## src/logic/port_defines.svh

```systemverilog
// Register offsets, reset values and timing counts of the port latch block.
`ifndef PORT_DEFINES_SVH
`define PORT_DEFINES_SVH

// Special function register addresses of the five port latches.
`define PORT_ZERO_ADDR  8'h80
`define PORT_ONE_ADDR   8'h90
`define PORT_TWO_ADDR   8'hA0
`define PORT_THREE_ADDR 8'hB0
`define PORT_FOUR_ADDR  8'hC0

// Every latch bit comes out of reset as a one.
`define LATCH_RST       8'hFF

// Strong boost length in oscillator periods, and the same in clk cycles.
`define BOOST_PERIODS   2
`define CLK_PER_OSC     1
`define BOOST_CYCLES    (`BOOST_PERIODS * `CLK_PER_OSC)

`endif

```

## src/logic/port_pkg.sv

```systemverilog
// Types shared by the port latch block and its pin cells.
package port_pkg;

  // One port worth of bits.
  typedef logic [7:0] byte_t;

  // All five ports side by side, port 0 at index 0.
  typedef byte_t [4:0] port_bytes_t;

  // Drive controls of one port's eight pins.
  typedef struct packed {
    byte_t o;       // Level offered to the pin.
    byte_t oe_n;    // Low while the pin is driven strongly.
    byte_t boost;   // Strong boost pull-up on.
    byte_t keeper;  // Weak keeper pull-up on.
    byte_t vweak;   // Very weak pull-up on.
  } pin_ctrl_t;

  // Pin controls of all five ports.
  typedef pin_ctrl_t [4:0] port_ctrl_t;

  // Whole state of one pin cell.
  typedef struct packed {
    byte_t           prev;  // Effective level of the last cycle.
    logic [7:0][1:0] cnt;   // Boost cycles still to run per pin.
    pin_ctrl_t       ctrl;  // Registered pin controls.
  } cell_state_t;

  // Whole state of the latch block.
  typedef struct packed {
    port_bytes_t latch;  // The five port latches.
    byte_t       rdata;  // Registered read answer.
    logic        rvalid; // Read answer valid.
  } latch_state_t;

endpackage : port_pkg

```

## src/logic/port_pin_cell.sv

```systemverilog
// Pin driver cell of one 8-bit port: effective level, pull-down and pull-ups.
`timescale 1ns/10ps
`include "port_defines.svh"

module port_pin_cell
  import port_pkg::*;
#(
  parameter bit HAS_PULLUP = 1'b1,  // Quasi-bidirectional port with pull-ups.
  parameter bit HAS_BUS    = 1'b0   // Port can carry the memory bus.
) (
  input  wire logic      clk,
  input  wire logic      nrst,
  input  wire logic      ce,
  input  wire byte_t     latch,
  input  wire byte_t     alt_out,
  input  wire logic      bus_en,
  input  wire byte_t     bus_data,
  input  wire byte_t     pin_in,
  output pin_ctrl_t      ctrl
);

  // Reset controls: pins released high, very weak pull-up on where present.
  localparam pin_ctrl_t CTRL_RST = '{o: 8'hFF, oe_n: 8'hFF, boost: 8'h00,
                                     keeper: 8'h00,
                                     vweak: (HAS_PULLUP ? 8'hFF : 8'h00)};

  cell_state_t q;     // Registered state.
  cell_state_t d;     // Next state.
  logic        bus_w; // Memory bus owns this port.
  byte_t       eff_w; // Effective output level.
  byte_t       rise_w; // Zero-to-one step of the effective level.

  // The bus only counts on ports that can carry it.
  assign bus_w = HAS_BUS && bus_en;

  // Bus data replace the latch during memory cycles; otherwise latch and alternate output combine.
  assign eff_w = bus_w ? bus_data : (latch & alt_out);  // RULE4 RULE5 RULE3
  assign rise_w = eff_w & ~q.prev;

  // Next state: pull-down, boost counter and pull-up controls per pin.
  always_comb begin
    d = q;
    d.prev = eff_w;
    for (int i = 0; i < 8; i++) begin
      // Boost count restarts on every rise on ports with pull-ups and runs down otherwise.
      if (HAS_PULLUP && rise_w[i]) begin
        d.cnt[i] = 2'(`BOOST_CYCLES);  // RULE14
      end else if (q.cnt[i] != 2'h0) begin
        d.cnt[i] = q.cnt[i] - 2'h1;
      end else begin
        d.cnt[i] = 2'h0;
      end
    end
    d.ctrl.o = eff_w;  // RULE1
    // Strong pull-up: bus ones on bus ports, else the timed boost on ports with pull-ups.
    if (bus_w) begin
      d.ctrl.boost = bus_data;  // RULE6 RULE8
    end else if (HAS_PULLUP) begin
      // The boost is cut short when the level drops again, so it never fights the pull-down.
      for (int i = 0; i < 8; i++) begin
        d.ctrl.boost[i] = eff_w[i] && (d.cnt[i] != 2'h0);  // RULE14
      end
    end else begin
      d.ctrl.boost = 8'h00;  // RULE6
    end
    // Pull-down only for a zero; a one releases the pin for input except while boosted or driving bus ones.
    d.ctrl.oe_n = ~(~eff_w | d.ctrl.boost);  // RULE18 RULE2 RULE12
    // Keeper follows the pin level; very weak pull-up follows an idle pull-down.
    d.ctrl.keeper = HAS_PULLUP ? pin_in : 8'h00;  // RULE15 RULE7
    d.ctrl.vweak = HAS_PULLUP ? eff_w : 8'h00;  // RULE16 RULE7
  end

  // State register, frozen while the clock enable is low.
  always_ff @(posedge clk or negedge nrst) begin
    if (!nrst) begin
      q <= '{prev: `LATCH_RST, cnt: '0, ctrl: CTRL_RST};
    end else if (ce) begin
      q <= d;
    end
  end

  assign ctrl = q.ctrl;

  // On a port with pull-ups, a rise outside bus cycles boosts for two cycles, then stops.
  property p_boost;
    @(posedge clk) disable iff (!nrst)
      (ce && !bus_w && HAS_PULLUP && rise_w[0]) ##1 (ce && !bus_w && eff_w[0])
      ##1 (ce && !bus_w && !rise_w[0])
      |-> ($past(ctrl.boost[0], 1) && ctrl.boost[0]) ##1 !ctrl.boost[0];
  endproperty
  a_boost: assert property (p_boost) else $error("boost length wrong"); // RULE14

  // The very weak pull-up is on exactly when the pull-down is off.
  property p_vweak;
    @(posedge clk) disable iff (!nrst)
      HAS_PULLUP && $past(ce) |-> ctrl.vweak == ($past(eff_w));
  endproperty
  a_vweak: assert property (p_vweak) else $error("very weak pull-up wrong"); // RULE16

  // The port without pull-ups never turns a keeper on.
  property p_float;
    @(posedge clk) disable iff (!nrst)
      !HAS_PULLUP |-> (ctrl.keeper == 8'h00) && (ctrl.vweak == 8'h00);
  endproperty
  a_float: assert property (p_float) else $error("port 0 pulled up"); // RULE7

  // Without pull-ups the strong pull-up is used only for bus ones.
  property p_open_drain;
    @(posedge clk) disable iff (!nrst)
      !HAS_PULLUP && ce && !bus_w |=> ctrl.boost == 8'h00;
  endproperty
  a_open_drain: assert property (p_open_drain) else $error("port 0 pulled up outside bus"); // RULE6

endmodule : port_pin_cell

```

## src/logic/port_latches.sv

```systemverilog
// Five 8-bit port latches with register access and quasi-bidirectional pin control.
`timescale 1ns/10ps
`include "port_defines.svh"

// Contract
// RULE1: latch write sets output level of pin
// RULE2: latch one turns strong pull-down off
// RULE3: latch one lets alternate output rule
// RULE4: bus data drive ports 0, 2
// RULE5: bus ports unavailable for general I/O
// RULE6: port 0 pull-up only for bus ones
// RULE7: port 0 inputs float, no pull-ups
// RULE8: port 2 boosts bus ones
// RULE9: read-modify-write reads the latch
// RULE10: bit ops rewrite whole latch byte
// RULE11: reset loads ones into every latch
// RULE12: writing one returns pin to input
// RULE13: latch updates, pins follow next cycle
// RULE14: rise boosts exactly two oscillator periods
// RULE15: pin high turns weak keeper on
// RULE16: very weak pull-up when pull-down off
// RULE17: plain read returns pin level
// RULE18: pull-down only when effective value zero
module port_latches
  import port_pkg::*;
(
  input  wire logic        clk,
  input  wire logic        nrst,
  input  wire logic        ce,
  input  wire byte_t       sfr_addr,
  input  wire logic        sfr_wr,
  input  wire byte_t       sfr_wdata,
  input  wire logic        sfr_bit_wr,
  input  wire logic [2:0]  sfr_bit_sel,
  input  wire logic        sfr_bit_val,
  input  wire logic        sfr_rd,
  input  wire logic        sfr_rmw,
  output byte_t            sfr_rdata,
  output logic             sfr_rvalid,
  output logic             sfr_hit,
  input  wire port_bytes_t alt_out,
  input  wire logic        bus_en,
  input  wire byte_t       bus_ad_lo,
  input  wire byte_t       bus_addr_hi,
  input  wire port_bytes_t pin_in,
  output port_bytes_t      latch_out,
  output port_ctrl_t       pin_ctrl
);

  // Register address of each port, port 0 first.
  localparam byte_t PORT_ADDR [5] = '{`PORT_ZERO_ADDR, `PORT_ONE_ADDR,
                                      `PORT_TWO_ADDR, `PORT_THREE_ADDR,
                                      `PORT_FOUR_ADDR};

  latch_state_t q;       // Registered state of the block.
  latch_state_t d;       // Next state of the block.
  logic [4:0]   sel_w;   // One-hot port select from the address.

  // Address decode: at most one port matches any address.
  always_comb begin
    sel_w = 5'h00;
    for (int p = 0; p < 5; p++) begin
      sel_w[p] = (sfr_addr == PORT_ADDR[p]);
    end
  end

  // A request touches this block only at one of the five addresses.
  assign sfr_hit = |sel_w;

  // Next state: latch writes, single-bit rewrites and the read answer.
  always_comb begin
    d = q;
    d.rvalid = 1'b0;
    d.rdata = 8'h00;
    for (int p = 0; p < 5; p++) begin
      if (sel_w[p]) begin
        // A byte write stores the value, a one making the pin an input again.
        if (sfr_wr) begin
          d.latch[p] = sfr_wdata;  // RULE1 RULE12
        end else if (sfr_bit_wr) begin
          // Bit operations take the latch byte, not the pins, and change one bit.
          d.latch[p][sfr_bit_sel] = sfr_bit_val;  // RULE10 RULE9
        end
        // A read returns the latch for read-modify-write, the pins otherwise.
        if (sfr_rd) begin
          d.rvalid = 1'b1;
          if (sfr_rmw) begin
            d.rdata = q.latch[p];  // RULE9
          end else begin
            d.rdata = pin_in[p];  // RULE17
          end
        end
      end
    end
  end

  // State register: latches reset to ones, everything holds while ce is low.
  always_ff @(posedge clk or negedge nrst) begin
    if (!nrst) begin
      q <= '{latch: {5{`LATCH_RST}}, rdata: 8'h00, rvalid: 1'b0};  // RULE11
    end else if (ce) begin
      q <= d;  // RULE13
    end
  end

  // Read answers and latch contents come straight from flip-flops.
  assign sfr_rdata = q.rdata;
  assign sfr_rvalid = q.rvalid;
  assign latch_out = q.latch;

  // One pin cell per port; port 0 has no pull-ups, ports 0 and 2 carry the bus.
  // The cell registers its controls, so a latch written at the end of one
  // cycle reaches the pins at the end of the next.
  for (genvar p = 0; p < 5; p++) begin : g_port
    port_pin_cell #(
      .HAS_PULLUP (p != 0),
      .HAS_BUS    ((p == 0) || (p == 2))
    ) u_cell (
      .clk      (clk),
      .nrst     (nrst),
      .ce       (ce),
      .latch    (q.latch[p]),
      .alt_out  (alt_out[p]),
      .bus_en   (bus_en),
      .bus_data ((p == 0) ? bus_ad_lo : bus_addr_hi),
      .pin_in   (pin_in[p]),
      .ctrl     (pin_ctrl[p])
    );
  end

  // Right after reset every latch holds all ones.
  property p_reset_ones;
    @(posedge clk)
      $rose(nrst) |-> q.latch == {5{`LATCH_RST}};
  endproperty
  a_reset_ones: assert property (p_reset_ones) else $error("latch not ones after reset"); // RULE11

  // A byte write to port 1 lands in its latch one cycle later.
  property p_byte_write;
    @(posedge clk) disable iff (!nrst)
      ce && sfr_wr && sel_w[1] |=> latch_out[1] == $past(sfr_wdata);
  endproperty
  a_byte_write: assert property (p_byte_write) else $error("byte write lost"); // RULE1

  // A bit write to port 3 changes the addressed bit and no other.
  property p_bit_write;
    @(posedge clk) disable iff (!nrst)
      ce && !sfr_wr && sfr_bit_wr && sel_w[3]
      |=> (latch_out[3][$past(sfr_bit_sel)] == $past(sfr_bit_val))
          && (((latch_out[3] ^ $past(latch_out[3]))
               & ~(8'h01 << $past(sfr_bit_sel))) == 8'h00);
  endproperty
  a_bit_write: assert property (p_bit_write) else $error("bit write disturbed latch"); // RULE10

  // A read-modify-write read of port 2 answers the latch, not the pin.
  property p_read_latch;
    @(posedge clk) disable iff (!nrst)
      ce && sfr_rd && sfr_rmw && sel_w[2]
      |=> sfr_rvalid && (sfr_rdata == $past(latch_out[2]));
  endproperty
  a_read_latch: assert property (p_read_latch) else $error("latch read wrong"); // RULE9

  // A plain read of port 4 answers the pin level.
  property p_read_pin;
    @(posedge clk) disable iff (!nrst)
      ce && sfr_rd && !sfr_rmw && sel_w[4]
      |=> sfr_rvalid && (sfr_rdata == $past(pin_in[4]));
  endproperty
  a_read_pin: assert property (p_read_pin) else $error("pin read wrong"); // RULE17

  // Two cycles after a port 1 write with no alternate override, the pins show it.
  property p_pin_follows;
    @(posedge clk) disable iff (!nrst)
      ce && sfr_wr && sel_w[1] && alt_out[1] == 8'hFF ##1 ce && alt_out[1] == 8'hFF
      |=> pin_ctrl[1].o == $past(sfr_wdata, 2);
  endproperty
  a_pin_follows: assert property (p_pin_follows) else $error("pin not updated"); // RULE13

  // During bus cycles port 2 shows the bus, whatever the latch holds.
  property p_bus_port2;
    @(posedge clk) disable iff (!nrst)
      ce && bus_en |=> pin_ctrl[2].o == $past(bus_addr_hi);
  endproperty
  a_bus_port2: assert property (p_bus_port2) else $error("bus not on port 2"); // RULE4

  // A port 3 pin is pulled down only when its driven level is zero.
  property p_pulldown;
    @(posedge clk) disable iff (!nrst)
      1'b1 |-> ((~pin_ctrl[3].oe_n & pin_ctrl[3].o & ~pin_ctrl[3].boost) == 8'h00);
  endproperty
  a_pulldown: assert property (p_pulldown) else $error("pull-down on a one"); // RULE18

endmodule : port_latches

```

## config.mk

```make
export PLATFORM = sky130hd
export DESIGN_NAME = port_latches
export DESIGN_NICKNAME = d
export VERILOG_FILES = /design/src/logic/port_pkg.sv /design/src/logic/port_pin_cell.sv /design/src/logic/port_latches.sv
export VERILOG_INCLUDE_DIRS = /design/src /design/src/logic
export SDC_FILE = /design/constraint.sdc
export NUM_CORES = 1
export LEC_CHECK = 0
export BUFFER_PORTS_ARGS = -buffer_cell sky130_fd_sc_hd__buf_2
export CORE_MARGIN = 2
export CORE_UTILIZATION = 53
export CTS_BUF_LIST = sky130_fd_sc_hd__clkbuf_16
export DETAILED_ROUTE_END_ITERATION = 7
export GPL_ROUTABILITY_DRIVEN = 0
export PLACE_DENSITY = 0.9
export REMOVE_ABC_BUFFERS = 1
export SLEW_MARGIN = 20
export SYNTH_ARGS = -nofsm -noshare
export SYNTH_HDL_FRONTEND = slang
export SYNTH_SLANG_ARGS = --single-unit
```

## constraint.sdc

```tcl
create_clock -name clk -period 1.17 [get_ports clk]
set_input_delay 0 -clock clk [delete_from_list [all_inputs] [get_ports clk]]
set_output_delay 0 -clock clk [all_outputs]
set_load 0.01 [all_outputs]
```

* Word-level counts from Yosys, hierarchy flattened
Cells that the tools add are included.
Operators by class: add/sub/neg operators 32, $lt $le $gt $ge 2, equal/unequal tests 5, multiplexer cells 100, bitwise logic cells 28, reductions and logical operators 104
Operator list (number):
- $mux W8 | 19
- $reduce_bool A2 Y1 | 65
- $mux W2 | 64
- $not A8 Y8 | 14
- $mux W9 | 10
- $and A8 B8 Y8 | 9
- $sub A2 B1 Y2 const B | 32
- $bwmux W8 | 5
- $eq A8 B8 Y1 const B | 5
- $or A8 B8 Y8 | 5
- $logic_and A1 B1 Y1 | 33
- $reduce_and A3 Y1 | 5
- $reduce_or A5 Y1 | 1
- $lt A3 B4 Y1 const B | 1
- $demux W1 S3 | 1
- $ge A3 B1 Y1 const B | 1
- $mux W1 | 1
Storage, ports and cells: register bits 265, input port bits 124, output and inout bits 250, logic and storage cells 329

* Logic depth before layout (Yosys ltp)
depth after elaboration 11, depth in mapped cells 6, gate-level depth less buffers 4

* Hierarchy
A second synthesis with hierarchy kept.
Second synthesis, totals: cell total of the unflattened synthesis 1300, area total of the unflattened synthesis 14396.3 µm²
Modules (own cells, without submodules):
- port_pin_cell (g_port[1].u_cell ...) | times used 3, cells an instance 217, area each 2502.4 µm², sequential area each 1221.2 µm²
- port_latches | times used 1, cells an instance 294, area each 3154.3 µm², sequential area each 1276.2 µm²
- port_pin_cell (g_port[2].u_cell) | times used 1, cells an instance 236, area each 2508.7 µm², sequential area each 1221.2 µm²
- port_pin_cell (g_port[0].u_cell) | times used 1, cells an instance 119, area each 1226.2 µm², sequential area each 620.6 µm²

* Worst setup path after synthesis
OpenSTA, ideal clock, no wires.
kind in2reg, from in sfr_addr[0], to reg q (netlist bit latch_out[12]), library setup time 0.085 ns, arrival 1.643 ns, required time 1.085 ns, setup slack -0.557 ns, cell stages on the path 5, buffers on the path 1, path through or4b_4 -> buf_6 -> or4_4 -> nor2_1 -> mux2_1
On the way: cells in the longest elaborated chain, start to end 2
RTL lines:
- from (decl) | line port_latches.sv:30 | input wire byte_t sfr_addr,
- $eq A8 B8 Y1 | line port_latches.sv:63 | sel_w[p] = (sfr_addr == PORT_ADDR[p]);
- $reduce_and A3 Y1 (no source line)
- to (signal assigned) | line port_latches.sv:100 | q <= '{latch: {5{`LATCH_RST}}, rdata: 8'h00, rvalid: 1'b0};
- to (decl) | line port_latches.sv:55 | latch_state_t q;
Every way passes these cells. A chain may end at the register's enable or synchronous reset.

* Worst setup path after layout
from reg q (netlist bit latch_out[25]), to reg q (netlist bit sfr_rdata[1])
On the way: cells in the longest elaborated chain, start to end 5
RTL lines:
- $mux W8 * | line port_latches.sv:87 | if (sfr_rmw) begin
- $mux W9 * | line port_latches.sv:85 | if (sfr_rd) begin
- $mux W9 * | line port_latches.sv:76 | if (sel_w[p]) begin
- $mux W9 | line port_latches.sv:85
- $mux W9 * | line port_latches.sv:76
Mark *: on every way between the ends. The rest lies on a longest branch, timed or not.

==> summary by stage <==
Yosys
The count of synthesis-stage warnings from yosys is 0. Yosys attributes the largest share of cell area to dfrtp_1 27%, dfstp_2 24%, buf_4 9.9%, mux2_2 6.4%, nand2_1 5.5%. The synthesized design contains 0 enable-type register cells. The distinct cell type count of the synthesized netlist is a little over 40. In the synthesized netlist the async set-or-reset flop fraction comes to 1.00. The netlist area before placement is 13300 sq um. The most instantiated flip-flop cell in the synthesis netlist is dfrtp_1. Of the post-synthesis cell area, the dominant cell type holds 0.272. The cell count after synthesis came out at 1315.

The average size of a mapped cell is 10.1 sq um. The post-synthesis cell type with the largest combined area is dfrtp_1. After synthesis the netlist holds a flip-flop and latch count of 265. The sequential element share of the synthesized area is 0.509.

Floorplanning
The row count is 58. The die is 163 um wide. The I/O pin count is roughly 370. The standard cell core area is 24900 sq um.

The effective utilization at floorplan is 0.535. The area of the die is 26400 sq um. The floorplan die height is ~160 um.

Critical path
The data arrival at the endpoint of the critical path is 1.98 ns. Data on the critical path is required at its endpoint by 1.61 ns. Along the worst path, the maximum fanout reaches 2.

The start point of the critical path is latch_out[25]$_DFFE_PN1P_. The element type at the critical path start is a flop. The worst register-to-register path begins at latch_out[25]$_DFFE_PN1P_. The worst setup path is of the flop to flop kind. The endpoint kind of the worst setup timing path is a flop.

Status
The run finished, with violations left. The final reports fail on negative setup slack.

Drt
The final routed DRC violation total is 0. The final wirelength is between 50000 and 60000 um. The per-cell via count in the routed design is 6.21.

The routed layout has about 13000 vias. The count of TritonRoute iterations in the first routing pass is 8. Dividing the detail-routed wire length by the instance count gives 26.4 um. For this block, the initial DRC count from the detailed router was 1511. The remaining number of nets flagged by the antenna check after routing is 0.

Clock tree
The clock-pin slew reported for the worst setup and hold paths after clock tree synthesis is approximately 0.070 ns. The CTS sink count is 265. The buffer depth of the longest clock path is 3. The number of levels in the clock H-tree is 1. The TritonCTS clock tree is done. The number of clock buffers inserted by TritonCTS is 28. The root buffer cell chosen for the clock tree is clkbuf_16.

For the worst-skew pair, the clock arrives at the later sink with an insertion delay of 0.55 ns.

Global routing
The total grt overflow is 0. The initial antenna violation count is 6. The via count of the first global-routing pass is 13000.

The largest net degree at the start of global routing is 80. The global-route wire length before repair is 73900 um. In the global route stage, overall resource usage came out at 0.362.

Placement
The post-DP HPWL is 27600 um. The cell count after placement is 1862. The placed instance area is 14800 sq um. The worst-case setup slack after placement is -0.751 ns.

The quantity of I/O buffers inserted on ports is 357.

Final layout
The final standard cell count with taps included and fillers excluded is approximately 2100. The proportion of layout cells with a drive suffix above 1 is 0.569. The post-synthesis to final-layout area growth is 52.3%. The final standard cell area without fillers is roughly 20000 sq um. The final layout contains roughly 1900 nets. For this run, the share of the core covered by cells in the final layout is 0.815. The layout filler cell count is roughly 1100.

Timing
The count of endpoints failing hold in the final timing report was 0. The worst clock skew is between 0.01 and 0.015 ns. The max-slew headroom at the worst pin is 0.178. Setup repair after global routing could not meet its margin everywhere. The share of the cycle needed by the critical path after routing is 1.31.

Timing would allow up to 650 MHz. The accumulated negative setup slack is -21.28 ns. The final-report setup violation count is 281.

The final critical path time including I/O delays and setup is 1.54 ns. Across all setup checks in the final design, the least slack found is -0.369 ns. The final number of max-transition violations is 0. The final hold slack is 0.0252 ns. For the pin with the worst max-slew slack, the measured transition is 1.23 ns.

Worst hold path
The beginning of the worst hold path is sfr_wdata[7]. The min-delay analysis places its worst path in the category input pin to flop.

Power
The design draws 22.2 mW. The power density of the placed cells is between 1000 and 1500 nW/um^2. The worst-case IR drop observed on VDD is 0.00120 V.

The leakage power is around 9.3 nW.

Job
Max-cap violations in this run came to 0.
## power breakdown
group	internal [mW]	total, mW	switching, mW
Sequential	9.60	9.92	0.323
Combinational	1.62	3.62	2.00
Clock	4.68	8.66	3.98
## cells by family after synthesis
group,synth area share
AO/OA/AOI/OAI,0.120
flip-flops,0.509
other,0.000282
multiplexers,0.0985
AND/OR/NAND/NOR,0.145
buffers and inverters,0.127
## placed cells by master (no fill, tap or decap), types with 14 or more instances in the layout
cell type	n
nor2_1	27
o21ai_1	20
nand2_2	24
nand2_4	20
dfrtp_1	145
o31ai_1	19
dlygate4sd3_1	103
dfstp_2	120
nand2b_1	36
buf_2	198
mux2i_1	22
inv_1	43
buf_6	214
o21ai_0	66
nand4_1	24
clkbuf_16	31
buf_4	131
a21oi_2	16
a21o_1	15
nand3b_1	17
o31ai_2	18
nor2_4	40
mux2_4	25
nand2_1	151
buf_12	14
conb_1	16
mux2_2	59
## worst max-delay path, stage by stage, from the launching register on
cell and delay [ns]:
dfstp_2 0.61, buf_6 0.14, mux2i_2 0.12, o22ai_1 0.23, nor3_1 0.10, a211oi_1 0.22
## final cells by class
cell class | instances | area, sq um | area share
Clock inverter | 23 | 126 | 0.00623
Clock buffer | 29 | 726 | 0.0358
Tap cell | 330 | 413 | 0.0204
Sequential cell | 265 | 6780 | 0.334
Multi-Input combinational cell | 794 | 6300 | 0.311
Timing Repair Buffer | 664 | 5790 | 0.285
Inverter | 34 | 130 | 0.00642
Antenna cell | 5 | 12.5 | 0.000617
## routing by layer
layer / track usage / wire length [um] / part of all wire / vias up
met5: 0 / 27 / 0.00048 / -
met4: 0.234 / 4700 / 0.083 / 4
met3: 0.0856 / 5860 / 0.10 / 407
met2: 0.604 / 26600 / 0.47 / 1145
met1: 0.420 / 19300 / 0.34 / 6464
li1: - / - / - / 5296
## flip-flops by register name (all words and copies together), names as in the netlist
register and cells:
g_port.u_cell.ctrl 128, g_port.u_cell.q 88, latch_out 40, sfr_rdata 8, sfr_rvalid 1
## repair_timing
action / in CTS / in global routing
hold buffers: 107 / 0
buffers inserted: 73 / 54
endpoints found under the setup margin: 224 / 325
gates cloned: 0 / 2
pin swaps: 41 / 85
resized for setup: 285 / 303
endpoints found under the hold margin: 506 / 0
## final timing paths
check | endpoint | slack [ns] | cells past startpoint
setup / recovery | sfr_rdata[1]$_DFFE_PN0P_ | -0.37 | 5
hold / removal | latch_out[7]$_DFFE_PN1P_ | 0.03 | 5
setup reg to reg | sfr_rdata[1]$_DFFE_PN0P_ | -0.37 | 5
hold reg to reg | g_port[3].u_cell.q[46]$_DFFE_PN0P_ | 0.48 | 1
max in group asynchronous | g_port[0].u_cell.ctrl[27]$_DFFE_PN1P_ | 0.05 | 4
min in group asynchronous | g_port[3].u_cell.ctrl[17]$_DFFE_PN0P_ | 0.45 | 3
## synthesized netlist by cell type, drive strengths merged, types with 9 or more instances
cell / number
a21o: 15
a21oi: 26
a22o: 9
buf: 195
clkbuf: 42
dfrtp: 145
dfstp: 120
inv: 34
mux2: 88
mux2i: 32
nand2: 196
nand2b: 44
nand3b: 17
nand4: 24
nor2: 76
nor3: 15
nor3b: 10
o21a: 9
o21ai: 97
o22ai: 16
o2bb2ai: 16
o31ai: 47
No activity file was read; power rests on OpenSTA's default activity.
